`config.mk`:
```
export PLATFORM = sky130hd
export DESIGN_NAME = rsqf_top
export DESIGN_NICKNAME = d
export VERILOG_FILES = /design/src/verilog/rsqf_pkg.sv /design/src/verilog/rsqf_top.sv
export SDC_FILE = /design/constraint.sdc
export NUM_CORES = 1
export LEC_CHECK = 0
export ABC_AREA = 1
export BUFFER_PORTS_ARGS = -buffer_cell sky130_fd_sc_hd__clkbuf_2
export CAP_MARGIN = 5
export CORE_AREA = 10 10 127 129
export DETAILED_ROUTE_END_ITERATION = 12
export DIE_AREA = 0 0 137 139
export PLACE_DENSITY = 0.6
export SYNTH_ARGS = -nofsm -noshare
export SYNTH_HDL_FRONTEND = slang
export SYNTH_SLANG_ARGS = --single-unit
```
`constraint.sdc`:
```
create_clock -name mclk_i -period 2.2 [get_ports mclk_i]
set_clock_uncertainty 0.2 [all_clocks]
set_input_delay 0.66 -clock mclk_i [delete_from_list [all_inputs] [get_ports mclk_i]]
set_output_delay 0.66 -clock mclk_i [all_outputs]
set_load 0.01 [all_outputs]
```
`src/verilog/rsqf_pkg.sv`:
```
`default_nettype none
package rsqf_pkg;

    // ----------------------------------------------------------------
    // Register map and field layout
    // ----------------------------------------------------------------
    localparam int AXI_AW = 8;
    localparam logic [AXI_AW-1:0] REG_STATUS_OFS = 8'h00;
    localparam logic [AXI_AW-1:0] REG_TRIM_HI_OFS = 8'h04;
    localparam int STAT_TRIM_LSB = 5;
    localparam int STAT_WDGF_BIT = 4;
    localparam int STAT_LOCK_BIT = 3;
    localparam int STAT_LVDF_BIT = 2;
    localparam logic [1:0] TRIM_LO_RST = 2'h3;
    localparam logic [7:0] TRIM_HI_RST = 8'hFF;
    localparam logic [1:0] RESP_OKAY = 2'h0;
    localparam logic [1:0] RESP_SLVERR = 2'h2;

    // ----------------------------------------------------------------
    // Sequence figures
    // ----------------------------------------------------------------
    localparam int CNT_W = 16;
    localparam int CLK_PERIOD_NS = 100;
    localparam int DLY_SHORT_CYC = 256;
    localparam int DLY_LONG_CYC = 4096;
    localparam int FETCH_CYC = 2;
    localparam logic [15:0] VEC_LO_ADDR = 16'hFFFE;
    localparam logic [15:0] VEC_HI_ADDR = 16'hFFFF;

    // Synchronised level inputs, by index
    localparam int SY_LVD = 0;
    localparam int SY_LOCK = 1;
    localparam int SY_XTAL = 2;
    localparam int SY_PLLEN = 3;
    localparam int SY_LVDEN = 4;
    localparam int SY_N = 5;

    typedef enum logic [4:0] {
        RSQF_RUN = 5'h01,
        RSQF_ACTIVE = 5'h02,
        RSQF_PLL = 5'h04,
        RSQF_DELAY = 5'h08,
        RSQF_FETCH = 5'h10
    } rsqf_state_t;

endpackage
`default_nettype wire

```
`src/verilog/rsqf_top.sv`:
```
// Overview of operation
// - Pin, low voltage or watchdog resets device
// - Illegal opcode starts full reset
// - Phases: active, fixed delay, vector fetch
// - Delay 256 cycles, 4096 with crystal
// - Vector fetch lasts exactly two cycles
// - Vector always fetched from top pair
// - Multiplier enabled adds start-up clock hold
// - Pin driven low through whole delay
// - Pin is input plus open-drain output
// - Pin low caught without running clock
// - Undervoltage holds reset and drives pin
// - Low voltage source ignored unless enabled
// - Watchdog drives pin for minimum width
// - Crystal oscillator keeps running in reset
// - Status frozen in halt, normal in wait
// - Status resets to trim ones, reserved zero
// - Status bits 6:5 are trim low bits
// - Watchdog flag set by watchdog, cleared by undervoltage or a zero write
// - Two flags encode the reset cause
// - Lock flag follows multiplier lock, hardware only
// - Voltage flag set by undervoltage, read clears
// - Voltage flag survives later pin/watchdog resets
//
// Implementation choices: the AXI4-Lite interface to the registers and the register addresses.
`timescale 1ns/1ps
`default_nettype none
module rsqf_top #(
    parameter int PLL_STARTUP_NS = 1000000,
    parameter int WDG_OUT_NS = 30000
) (
    input wire logic mclk_i, // CPU clock
    input wire logic resetn_i, // Power-on reset, async
    input wire logic rst_pin_i, // Reset pad level
    output logic rst_pin_o, // Reset pad drive value
    output logic rst_pin_oe_o, // Reset pad pull-down enable
    input wire logic lvd_i, // Undervoltage level
    input wire logic lvd_en_i, // Option: detector enabled
    input wire logic xtal_sel_i, // Option: crystal clock source
    input wire logic pll_en_i, // Option: multiplier enabled
    input wire logic pll_lock_i, // Multiplier locked level
    input wire logic wdg_uflow_i, // Watchdog underflow pulse
    input wire logic illegal_op_i, // Illegal opcode pulse
    input wire logic halt_i, // Halt mode level
    output logic cpu_reset_o, // Core held in reset
    output logic vec_fetch_o, // Vector fetch cycle
    output logic [15:0] vec_addr_o, // Vector byte address
    output logic clk_hold_o, // System clock withheld
    output logic osc_en_o, // Oscillator enable
    output logic [9:0] trim_o, // Oscillator trim value
    input wire logic [rsqf_pkg::AXI_AW-1:0] s_axi_awaddr, // Write address
    input wire logic s_axi_awvalid, // Write address valid
    output logic s_axi_awready, // Write address ready
    input wire logic [31:0] s_axi_wdata, // Write data
    input wire logic [3:0] s_axi_wstrb, // Write strobes
    input wire logic s_axi_wvalid, // Write data valid
    output logic s_axi_wready, // Write data ready
    output logic [1:0] s_axi_bresp, // Write response
    output logic s_axi_bvalid, // Write response valid
    input wire logic s_axi_bready, // Write response ready
    input wire logic [rsqf_pkg::AXI_AW-1:0] s_axi_araddr, // Read address
    input wire logic s_axi_arvalid, // Read address valid
    output logic s_axi_arready, // Read address ready
    output logic [31:0] s_axi_rdata, // Read data
    output logic [1:0] s_axi_rresp, // Read response
    output logic s_axi_rvalid, // Read data valid
    input wire logic s_axi_rready // Read data ready
);
    import rsqf_pkg::*;

    // ----------------------------------------------------------------
    // Derived cycle counts
    // ----------------------------------------------------------------
    localparam int PLL_CYC_RAW = (PLL_STARTUP_NS + CLK_PERIOD_NS - 1) / CLK_PERIOD_NS;
    localparam int PLL_CYC = (PLL_CYC_RAW < 1) ? 1 : PLL_CYC_RAW;
    localparam int WDG_CYC_RAW = (WDG_OUT_NS + CLK_PERIOD_NS - 1) / CLK_PERIOD_NS;
    localparam int WDG_CYC = (WDG_CYC_RAW < 1) ? 1 : WDG_CYC_RAW;

    generate
        if (PLL_CYC >= (1 << CNT_W) || WDG_CYC >= (1 << CNT_W)) begin : g_bad
            $error("rsqf_top: start-up or watchdog width exceeds counter");
        end
    endgenerate

    typedef struct packed {
        rsqf_state_t st;
        logic [CNT_W-1:0] cnt;
        logic src_wdg;
        logic drive;
        logic drive_q;
        logic cpu_rst;
        logic fetch;
        logic [15:0] vaddr;
        logic osc_en;
        logic hold;
        logic [SY_N-1:0] s1;
        logic [SY_N-1:0] s2;
        logic [SY_N-1:0] s3;
        logic [SY_N-1:0] lv;
        logic [1:0] trim_lo;
        logic [7:0] trim_hi;
        logic watchdog_cause_flag;
        logic voltage_cause_flag;
        logic locked;
        logic aw_have;
        logic [AXI_AW-1:0] aw_addr;
        logic w_have;
        logic [7:0] wdata;
        logic wstrb0;
        logic awready;
        logic wready;
        logic bvalid;
        logic [1:0] bresp;
        logic arready;
        logic rvalid;
        logic [1:0] rresp;
        logic [7:0] rdata;
    } rsqf_regs_t;

    rsqf_regs_t r_reg;
    rsqf_regs_t r_next;

    // ----------------------------------------------------------------
    // Asynchronous reset catch
    // ----------------------------------------------------------------
    // Own pull-down masked until one cycle past release: the pad rises
    // after the drive drops, so a shorter mask would retrigger the catch
    logic req_async;
    logic [2:0] req_sync_reg;
    assign req_async = ~resetn_i | (lvd_i & lvd_en_i)
        | (~rst_pin_i & ~(r_reg.drive | r_reg.drive_q));

    always_ff @(posedge mclk_i or posedge req_async) begin
        if (req_async) begin
            req_sync_reg <= 3'h7;
        end else begin
            req_sync_reg <= {req_sync_reg[1:0], 1'b0};
        end
    end

    // ----------------------------------------------------------------
    // Next-state logic
    // ----------------------------------------------------------------
    logic [7:0] stat_val;
    logic aw_hs;
    logic w_hs;
    logic ar_hs;
    logic lvd_act;
    logic go_active;
    logic go_wdg;

    always_comb begin
        r_next = r_reg;
        go_active = 1'b0;
        go_wdg = 1'b0;
        stat_val = 8'h00;
        stat_val[STAT_TRIM_LSB +: 2] = r_reg.trim_lo;
        stat_val[STAT_WDGF_BIT] = r_reg.watchdog_cause_flag;
        stat_val[STAT_LOCK_BIT] = r_reg.locked;
        stat_val[STAT_LVDF_BIT] = r_reg.voltage_cause_flag;
        aw_hs = s_axi_awvalid & r_reg.awready;
        w_hs = s_axi_wvalid & r_reg.wready;
        ar_hs = s_axi_arvalid & r_reg.arready;
        lvd_act = r_reg.lv[SY_LVD] & r_reg.lv[SY_LVDEN];

        // Level inputs: three stages, accept once stages two and three agree
        r_next.s1 = {lvd_en_i, pll_en_i, xtal_sel_i, pll_lock_i, lvd_i};
        r_next.s2 = r_reg.s1;
        r_next.s3 = r_reg.s2;
        r_next.lv = (r_reg.s2 & r_reg.s3) | (r_reg.lv & (r_reg.s2 | r_reg.s3));
        r_next.drive_q = r_reg.drive;
        if (req_sync_reg[1] == req_sync_reg[2]) begin
            r_next.hold = req_sync_reg[2];
        end

        // Write channel
        if (aw_hs) begin
            r_next.aw_have = 1'b1;
            r_next.aw_addr = s_axi_awaddr;
            r_next.awready = 1'b0;
        end
        if (w_hs) begin
            r_next.w_have = 1'b1;
            r_next.wdata = s_axi_wdata[7:0];
            r_next.wstrb0 = s_axi_wstrb[0];
            r_next.wready = 1'b0;
        end
        if (r_reg.aw_have && r_reg.w_have && !r_reg.bvalid) begin
            r_next.bvalid = 1'b1;
            r_next.bresp = RESP_OKAY;
            if (r_reg.aw_addr == REG_STATUS_OFS) begin
                if (r_reg.wstrb0 && !halt_i) begin
                    r_next.trim_lo = r_reg.wdata[STAT_TRIM_LSB +: 2];
                    if (!r_reg.wdata[STAT_WDGF_BIT]) begin
                        r_next.watchdog_cause_flag = 1'b0;
                    end
                end
            end else if (r_reg.aw_addr == REG_TRIM_HI_OFS) begin
                if (r_reg.wstrb0) begin
                    r_next.trim_hi = r_reg.wdata;
                end
            end else begin
                r_next.bresp = RESP_SLVERR;
            end
        end
        if (r_reg.bvalid && s_axi_bready) begin
            r_next.bvalid = 1'b0;
            r_next.aw_have = 1'b0;
            r_next.w_have = 1'b0;
            r_next.awready = 1'b1;
            r_next.wready = 1'b1;
        end

        // Read channel
        if (ar_hs) begin
            r_next.arready = 1'b0;
            r_next.rvalid = 1'b1;
            r_next.rresp = RESP_OKAY;
            if (s_axi_araddr == REG_STATUS_OFS) begin
                r_next.rdata = stat_val;
                if (!halt_i) begin
                    r_next.voltage_cause_flag = 1'b0;
                end
            end else if (s_axi_araddr == REG_TRIM_HI_OFS) begin
                r_next.rdata = r_reg.trim_hi;
            end else begin
                r_next.rdata = 8'h00;
                r_next.rresp = RESP_SLVERR;
            end
        end
        if (r_reg.rvalid && s_axi_rready) begin
            r_next.rvalid = 1'b0;
            r_next.arready = 1'b1;
        end

        if (!halt_i) begin
            r_next.locked = r_reg.lv[SY_LOCK];
        end

        // ------------------------------------------------------------
        // Reset sequence
        // ------------------------------------------------------------
        case (r_reg.st)
            RSQF_RUN: begin
                if (r_reg.hold) begin
                    go_active = 1'b1;
                end else if (wdg_uflow_i || illegal_op_i) begin
                    go_active = 1'b1;
                    go_wdg = wdg_uflow_i;
                end
            end
            RSQF_ACTIVE: begin
                r_next.drive = lvd_act | r_reg.src_wdg;
                if (r_reg.hold) begin
                    r_next.cnt = r_reg.cnt;
                end else if (r_reg.src_wdg && r_reg.cnt != '0) begin
                    r_next.cnt = r_reg.cnt - 1'b1;
                end else if (r_reg.lv[SY_PLLEN]) begin
                    r_next.st = RSQF_PLL;
                    r_next.cnt = CNT_W'(PLL_CYC - 1);
                    r_next.drive = 1'b1;
                end else begin
                    r_next.st = RSQF_DELAY;
                    r_next.drive = 1'b1;
                    r_next.cnt = r_reg.lv[SY_XTAL] ? CNT_W'(DLY_LONG_CYC - 1)
                                                    : CNT_W'(DLY_SHORT_CYC - 1);
                end
            end
            RSQF_PLL: begin
                if (r_reg.hold) begin
                    go_active = 1'b1;
                end else if (r_reg.cnt != '0) begin
                    r_next.cnt = r_reg.cnt - 1'b1;
                end else begin
                    r_next.st = RSQF_DELAY;
                    r_next.cnt = r_reg.lv[SY_XTAL] ? CNT_W'(DLY_LONG_CYC - 1)
                                                    : CNT_W'(DLY_SHORT_CYC - 1);
                end
            end
            RSQF_DELAY: begin
                r_next.drive = 1'b1;
                if (r_reg.hold) begin
                    go_active = 1'b1;
                end else if (r_reg.cnt != '0) begin
                    r_next.cnt = r_reg.cnt - 1'b1;
                end else begin
                    r_next.st = RSQF_FETCH;
                    r_next.drive = 1'b0;
                    r_next.fetch = 1'b1;
                    r_next.vaddr = VEC_LO_ADDR;
                    r_next.cnt = CNT_W'(FETCH_CYC - 1);
                end
            end
            RSQF_FETCH: begin
                if (r_reg.hold) begin
                    go_active = 1'b1;
                end else if (r_reg.cnt != '0) begin
                    r_next.cnt = r_reg.cnt - 1'b1;
                    r_next.vaddr = VEC_HI_ADDR;
                end else begin
                    r_next.st = RSQF_RUN;
                    r_next.fetch = 1'b0;
                    r_next.cpu_rst = 1'b0;
                end
            end
            default: begin
                go_active = 1'b1;
            end
        endcase

        if (go_active) begin
            r_next.st = RSQF_ACTIVE;
            r_next.cpu_rst = 1'b1;
            r_next.fetch = 1'b0;
            r_next.src_wdg = go_wdg;
            r_next.drive = go_wdg;
            r_next.cnt = go_wdg ? CNT_W'(WDG_CYC - 1) : '0;
            r_next.trim_lo = TRIM_LO_RST;
            r_next.trim_hi = TRIM_HI_RST;
        end

        // Hardware sets last so they win over a same-cycle clear
        // watchdog flag set
        if (go_wdg) begin
            r_next.watchdog_cause_flag = 1'b1;
        end
        if (lvd_act) begin
            r_next.voltage_cause_flag = 1'b1;
            r_next.watchdog_cause_flag = 1'b0;
        end

        r_next.osc_en = (r_next.st != RSQF_RUN) | ~halt_i;
    end

    // ----------------------------------------------------------------
    // State register
    // ----------------------------------------------------------------
    always_ff @(posedge mclk_i or negedge resetn_i) begin
        if (!resetn_i) begin
            r_reg <= '0;
            r_reg.st <= RSQF_ACTIVE;
            r_reg.cpu_rst <= 1'b1;
            r_reg.osc_en <= 1'b1;
            r_reg.hold <= 1'b1;
            r_reg.trim_lo <= TRIM_LO_RST;
            r_reg.trim_hi <= TRIM_HI_RST;
            r_reg.awready <= 1'b1;
            r_reg.wready <= 1'b1;
            r_reg.arready <= 1'b1;
        end else begin
            r_reg <= r_next;
        end
    end

    assign rst_pin_o = 1'b0;
    assign rst_pin_oe_o = r_reg.drive;
    assign cpu_reset_o = r_reg.cpu_rst;
    assign vec_fetch_o = r_reg.fetch;
    assign vec_addr_o = r_reg.vaddr;
    assign clk_hold_o = r_reg.st[2];
    assign osc_en_o = r_reg.osc_en;
    assign trim_o = {r_reg.trim_hi, r_reg.trim_lo};
    assign s_axi_awready = r_reg.awready;
    assign s_axi_wready = r_reg.wready;
    assign s_axi_bresp = r_reg.bresp;
    assign s_axi_bvalid = r_reg.bvalid;
    assign s_axi_arready = r_reg.arready;
    assign s_axi_rdata = {24'h000000, r_reg.rdata};
    assign s_axi_rresp = r_reg.rresp;
    assign s_axi_rvalid = r_reg.rvalid;

    logic [CNT_W-1:0] dly_len_reg;
    logic [CNT_W-1:0] dly_tgt;
    logic wdg_start;
    always_ff @(posedge mclk_i or negedge resetn_i) begin
        if (!resetn_i) begin
            dly_len_reg <= '0;
        end else if (r_reg.st == RSQF_DELAY) begin
            dly_len_reg <= dly_len_reg + 1'b1;
        end else begin
            dly_len_reg <= '0;
        end
    end
    assign dly_tgt = r_reg.lv[SY_XTAL] ? CNT_W'(DLY_LONG_CYC - 1) : CNT_W'(DLY_SHORT_CYC - 1);
    assign wdg_start = (r_reg.st == RSQF_RUN) && !r_reg.hold && wdg_uflow_i;
endmodule
`default_nettype wire

```
* Word-level counts from Yosys, hierarchy flattened
Index checks and enable logic that the tools add are counted.
Cells by class: reduce and logical (&&, ||, !) cells 40, multiplexer cells 69, add/sub/neg operators 1, equal/unequal tests 25, bitwise operators 19
Operators by type and width (count):
- $mux W16 | 6
- $pmux W21 S4 | 1
- $mux W21 | 3
- $mux W8 | 5
- $mux W17 | 2
- $pmux W17 S2 | 1
- $reduce_bool A2 Y1 | 13
- $mux W5 | 5
- $mux W12 | 2
- $mux W23 | 1
- $mux W1 | 22
- $ne A3 B3 Y1 const B | 7
- $mux W10 | 2
- $mux W2 | 10
- $mux W20 | 1
- $mux W18 | 1
- $mux W9 | 2
- $eq A8 B3 Y1 const B | 2
- $logic_not A8 Y1 | 2
- $reduce_bool A16 Y1 | 1
- $sub A16 B1 Y16 const B | 1
- $reduce_bool A3 Y1 | 5
- $ne A2 B2 Y1 const B | 6
- $mux W11 | 1
- 26 further kinds | 52
Storage, ports and cells: register bits 116, logic and storage cells 187, output and inout bits 73, bits of input ports 68

* Logic depth before layout (Yosys ltp)
word-level depth 8, gate-level depth with buffers 13, depth with buffers taken out 13

* Worst setup path before layout
Ideal clock, no wire load.
path kind input port to flip-flop, start input port s_axi_araddr[5] (netlist bit), end register r_reg (netlist bit s_axi_rdata[6]), stages 4, buffers on the path 1, arrival 1.640 ns, path slack 0.278 ns, cell sequence nor4_2 clkbuf_1 nand3_1 a31oi_1
Between the ends: cells in the longest elaborated chain, start to end 3, elaborated cells between the ends (all ways) 4
RTL lines:
- start: declaration | line rsqf_top.sv:61 | input wire logic [rsqf_pkg::AXI_AW-1:0] s_axi_araddr,
- $eq A8 B3 Y1 | line rsqf_top.sv:224 | end else if (s_axi_araddr == REG_TRIM_HI_OFS) begin
- $mux W8 | line rsqf_top.sv:224
- $mux W8 (*) | line rsqf_top.sv:219 | if (s_axi_araddr == REG_STATUS_OFS) begin
- end signal: assignment | line rsqf_top.sv:351 | r_reg <= r_next;
- end: declaration | line rsqf_top.sv:120 | rsqf_regs_t r_reg;
Mark *: on every way between the ends. The rest lies on a longest branch, timed or not. A chain may end at the register's enable or synchronous reset.

* Worst setup path after layout
start register r_reg[93] (netlist bit), end register r_reg[100] (netlist bit)
Between the ends: cells in the longest elaborated chain, start to end 6, elaborated cells between the ends (all ways) 15
RTL lines:
- branches (longest 6 deep; another with $sub A16 B1 Y16)
Parallel ways; which one is timed is not known. The select of a mux whose other input is x is not followed.

==> impl_table.tex <==
\begin{tabular}{lr}
\hline
Metric & Value \\
\hline
\multicolumn{2}{l}{\textbf{Floorplanning}} \\
\quad Die width & 137 um \\
\quad Core Box Area & 13700 um\^{}2 \\
\quad Starting density of the core & 39.2\% \\
\quad Y dimension of the die & 139 um \\
\quad Number of cell rows & 43 \\
\quad Io pins & 141 \\
\quad Die Footprint & 19000 um\^{}2 \\
\multicolumn{2}{l}{\textbf{Placement}} \\
\quad DP Wirelength & 10100 um \\
\quad RD Place Congestion & 0.896 \\
\quad Post-place setup slack & 38.7 ps \\
\quad Count of input and output buffers & 86 \\
\multicolumn{2}{l}{\textbf{Critical path}} \\
\quad RR Endpoint & r\_reg[100]\$\_DFFE\_PN0P\_ \\
\quad Max stage delay cell, worst path & sky130\_fd\_sc\_hd\_\_dfrtp\_1 \\
\quad Crit path top cell by count & sky130\_fd\_sc\_hd\_\_nand2\_1 \\
\quad CP startpoint kind & flop \\
\quad Largest driver fanout on the critical path & 11 \\
\quad Kind of end point of the critical path & flop \\
\quad Slack of the worst reg-to-reg path & 160 ps \\
\quad Number of cell instances on the worst register-to-register path & 12 \\
\quad Setup CP Type & reg2reg \\
\quad Signal arrival time at the worst endpoint & 2090 ps \\
\quad Startpoint of the worst-slack reg-to-reg timing path & r\_reg[93]\$\_DFFE\_PN0P\_ \\
\quad Required time reported for the critical path endpoint & 2240 ps \\
\quad Biggest cell delay along the critical path & 370 ps \\
\quad Sequence of cells on the critical path & inv\_1 -> ha\_1 -> nand2\_4 -> nor2\_4 -> nand2\_2 -> nand2\_2 -> inv\_1 -> nand2\_1 -> nand2\_1 -> nand3\_1 -> nand3\_1 -> nand2\_1 \\
\multicolumn{2}{l}{\textbf{STA}} \\
\quad Setup slack of the critical path after layout & 157 ps \\
\quad Final clock period utilization by the worst path & 92.9\% \\
\quad Number of max-slew violations in the final report & 0 \\
\quad Unrepaired setup endpoints after global routing & false \\
\quad Final min period & 2040 ps \\
\quad Number of failing hold endpoints at the final stage & 0 \\
\quad Setup-violating endpoint count in the final report & 0 \\
\quad Max frequency & 489 MHz \\
\quad Total negative slack for setup checks & 0 ps \\
\multicolumn{2}{l}{\textbf{Logic synthesis}} \\
\quad Commonest cells in the netlist & 197 x sky130\_fd\_sc\_hd\_\_nand2\_1, 80 x sky130\_fd\_sc\_hd\_\_dfrtp\_1, 64 x sky130\_fd\_sc\_hd\_\_buf\_4, 60 x sky130\_fd\_sc\_hd\_\_inv\_1, 52 x sky130\_fd\_sc\_hd\_\_nand3\_1 \\
\quad Dominant cell by count in the synthesized netlist & sky130\_fd\_sc\_hd\_\_nand2\_1 \\
\quad Prevailing post-synth register cell & sky130\_fd\_sc\_hd\_\_dfrtp\_1 \\
\quad Post-synthesis async set-or-reset flop share & 100\% \\
\quad Post-synthesis instance area & 5360 um\^{}2 \\
\quad Leading post-synthesis cells by cell area & sky130\_fd\_sc\_hd\_\_dfrtp\_1 37\%, sky130\_fd\_sc\_hd\_\_nand2\_1 14\%, sky130\_fd\_sc\_hd\_\_dfstp\_2 9.8\% \\
\quad Unique cell type count in the Yosys netlist & 36 \\
\quad Largest area contributor in the synthesized netlist & sky130\_fd\_sc\_hd\_\_dfrtp\_1 \\
\quad Cell count after synthesis & 663 \\
\quad Sequential element share of the synthesized area & 47.1\% \\
\quad Top cell type's share of synthesized area & 37.3\% \\
\quad \#FFs+latches synth & 100 \\
\quad EDFF count, synth & 0 \\
\quad Yosys Warn Count & 0 \\
\quad Avg Inst Size Synth & 8.09 um\^{}2 \\
\multicolumn{2}{l}{\textbf{Final layout}} \\
\quad Count of inserted antenna diode cells & 0 \\
\quad Share of post-route cells with drive strength above 1 & 25.8\% \\
\quad Total Nets Final & 821 \\
\quad Flip-flop count of the largest register, all copies and words added & 55 \\
\quad Synth-to-layout area growth & 16.9\% \\
\multicolumn{2}{l}{\textbf{Route}} \\
\quad Total via count in the routed design & 4423 \\
\quad Residual DRC & 0 \\
\quad Average vias per placed instance & 4.72 \\
\quad Number of nets with antenna violations after routing & 0 \\
\quad DRC violation total after the first TritonRoute iteration & 324 \\
\quad WL final & 13000 um \\
\quad Number of search-and-repair iterations in the first detailed-routing pass & 5 \\
\quad Drt wl/cell & 13.9 um \\
\multicolumn{2}{l}{\textbf{Run status}} \\
\quad Outcome & completed \\
\multicolumn{2}{l}{\textbf{Global route}} \\
\quad Gr usage total & 13.9\% \\
\quad Largest net degree at the start of global routing & 48 \\
\quad Most used routing layer in global routing & met2 \\
\quad Wire length of the first global-routing pass & 21400 um \\
\quad Remaining global-route overflow & 0 \\
\quad Met3 layer usage reported by global route & 3.04\% \\
\quad Initial antenna violation count & 0 \\
\quad Vias in the first global route & 4297 \\
\quad Met1 layer usage reported by global route & 18.2\% \\
\quad Routing usage on met2 & 21.6\% \\
\multicolumn{2}{l}{\textbf{Clock network}} \\
\quad CTS sink cnt & 100 \\
\quad TritonCTS clock tree & done \\
\quad Number of buffers created by CTS & 9 \\
\quad Root Buffer Master & sky130\_fd\_sc\_hd\_\_clkbuf\_16 \\
\quad Clk Latency, worst-skew pair & 350 ps \\
\quad Number of H-tree levels & 3 \\
\quad Clock slew at reported path FFs & 70 ps \\
\quad Maximum clock insertion buffer count & 2 \\
\multicolumn{2}{l}{\textbf{Power}} \\
\quad Total power density per cell area & 1260 nW/um\^{}2 \\
\quad Max VDD drop & 574 uV \\
\quad Leakage power total & 3.29 nW \\
\multicolumn{2}{l}{\textbf{Flow run}} \\
\quad Maximum Capacitance Violations & 0 \\
\multicolumn{2}{l}{\textbf{Hold path}} \\
\quad Startpoint of the worst hold path & r\_next[61]\$\_DFF\_PN0\_ \\
\quad Instance count along the most critical hold path & 0 \\
\quad Hold-critical path endpoint & r\_next[56]\$\_DFF\_PN0\_ \\
\quad Hold Crit Class & reg2reg \\
\hline
\end{tabular}
## logic make-up after synthesis
logic type	Yosys count	share of synthesized area, %
other	1	0.0699
adder cells (fa/ha/maj)	7	1.35
AO/OA/AOI/OAI	60	6.37
multiplexers	1	0.210
flip-flops	100	47.1
buffers and inverters	140	14.7
AND/OR/NAND/NOR	346	28.8
XOR/XNOR	8	1.31
## critical path, delay by kind of cell (launching register included)
kind          cells  cell delay (ps)
buf+inv           2              390
simple gates      9              760
flops             1              370
fa+ha+maj         1              210
## final cells by class
cell class | instances | area [um^2]
Timing Repair Buffer | 125 | 778
Inverter | 66 | 248
Fill cell | 1373 | 7400
Tap cell | 180 | 225
Sequential cell | 100 | 2530
Multi-Input combinational cell | 450 | 2180
Clock inverter | 6 | 68.8
Clock buffer | 10 | 239
## metrics by stage
stage | instance area [um^2] | utilization (%) | cells | total power, mW | hold WS (ps)
floorplan | 5460 | - | 690 | 5.19 | 131
global placement | 5890 | 43.1 | 918 | 6.09 | 132
detailed placement | 5890 | 43.1 | 918 | 6.17 | 135
CTS | 6200 | 45.4 | 935 | 7.84 | 150
global route | 6270 | 45.9 | 937 | 8.59 | 153
finish | 6270 | 45.9 | 937 | 7.92 | 148
## worst max path at each step
stage                                startpoint                          to  slack [ps]  cells past startpoint
after detailed placement  r_reg[92]$_DFFE_PN0P_       r_reg[98]$_DFFE_PN0P_          40                     11
final                     r_reg[93]$_DFFE_PN0P_      r_reg[100]$_DFFE_PN0P_         160                     12
after CTS                 r_reg[92]$_DFFE_PN0P_       r_reg[98]$_DFFE_PN0P_          10                     11
after global placement     r_reg[109]$_DFF_PN1_      r_reg[106]$_DFFE_PN0P_          80                      9
after floorplan                 s_axi_araddr[5]  s_axi_rdata[6]$_DFFE_PN0P_         280                      4
after global routing       clk_hold_o$_DFF_PN0_      r_reg[107]$_DFFE_PN0P_           4                     11
## cells in the final DEF (no fill, tap or decap), types with 2 or more instances in the layout
| cell | count |
|---|---|
| sky130_fd_sc_hd__nand2_1 | 195 |
| sky130_fd_sc_hd__clkbuf_2 | 85 |
| sky130_fd_sc_hd__dfrtp_1 | 79 |
| sky130_fd_sc_hd__inv_1 | 60 |
| sky130_fd_sc_hd__nand3_1 | 52 |
| sky130_fd_sc_hd__nor2_1 | 46 |
| sky130_fd_sc_hd__o21ai_0 | 36 |
| sky130_fd_sc_hd__buf_4 | 35 |
| sky130_fd_sc_hd__conb_1 | 28 |
| sky130_fd_sc_hd__dfstp_2 | 20 |
| sky130_fd_sc_hd__nand4_1 | 17 |
| sky130_fd_sc_hd__nand2_2 | 9 |
| sky130_fd_sc_hd__clkbuf_16 | 9 |
| sky130_fd_sc_hd__a21oi_1 | 8 |
| sky130_fd_sc_hd__nor2_4 | 6 |
| sky130_fd_sc_hd__o211ai_1 | 6 |
| sky130_fd_sc_hd__maj3_1 | 6 |
| sky130_fd_sc_hd__a31oi_1 | 6 |
| sky130_fd_sc_hd__xor2_1 | 6 |
| sky130_fd_sc_hd__nor3_1 | 5 |
| sky130_fd_sc_hd__nor2_2 | 4 |
| sky130_fd_sc_hd__buf_12 | 4 |
| sky130_fd_sc_hd__inv_2 | 3 |
| sky130_fd_sc_hd__clkinv_1 | 3 |
| sky130_fd_sc_hd__nand3_2 | 3 |
| sky130_fd_sc_hd__nor4_2 | 2 |
| sky130_fd_sc_hd__nand3b_1 | 2 |
| sky130_fd_sc_hd__xnor2_1 | 2 |
| sky130_fd_sc_hd__clkinv_2 | 2 |
## metal layers
| metal | part of all wire (%) | wire length (um) |
|---|---|---|
| met2 | 47 | 6130 |
| met4 | 2.0 | 256 |
| met1 | 45 | 5800 |
| met5 | 0 | 0 |
| met3 | 6.3 | 821 |
## timing repair
| item | CTS | global route |
|---|---|---|
| resized for setup | 0 | 10 |
| hold endpoints to repair | 12 | 0 |
| setup buffers | 0 | 2 |
| hold buffers | 1 | 0 |
| endpoints found under the setup margin | 0 | 20 |
## report_power, final
group	switching [mW]	total (mW)	leakage, nW	internal (mW)
registers	0.348	2.76	1.20	2.41
logic	2.16	3.52	1.94	1.36
clock network	0.722	1.65	0.155	0.923
No activity file was read; power rests on OpenSTA's default activity.
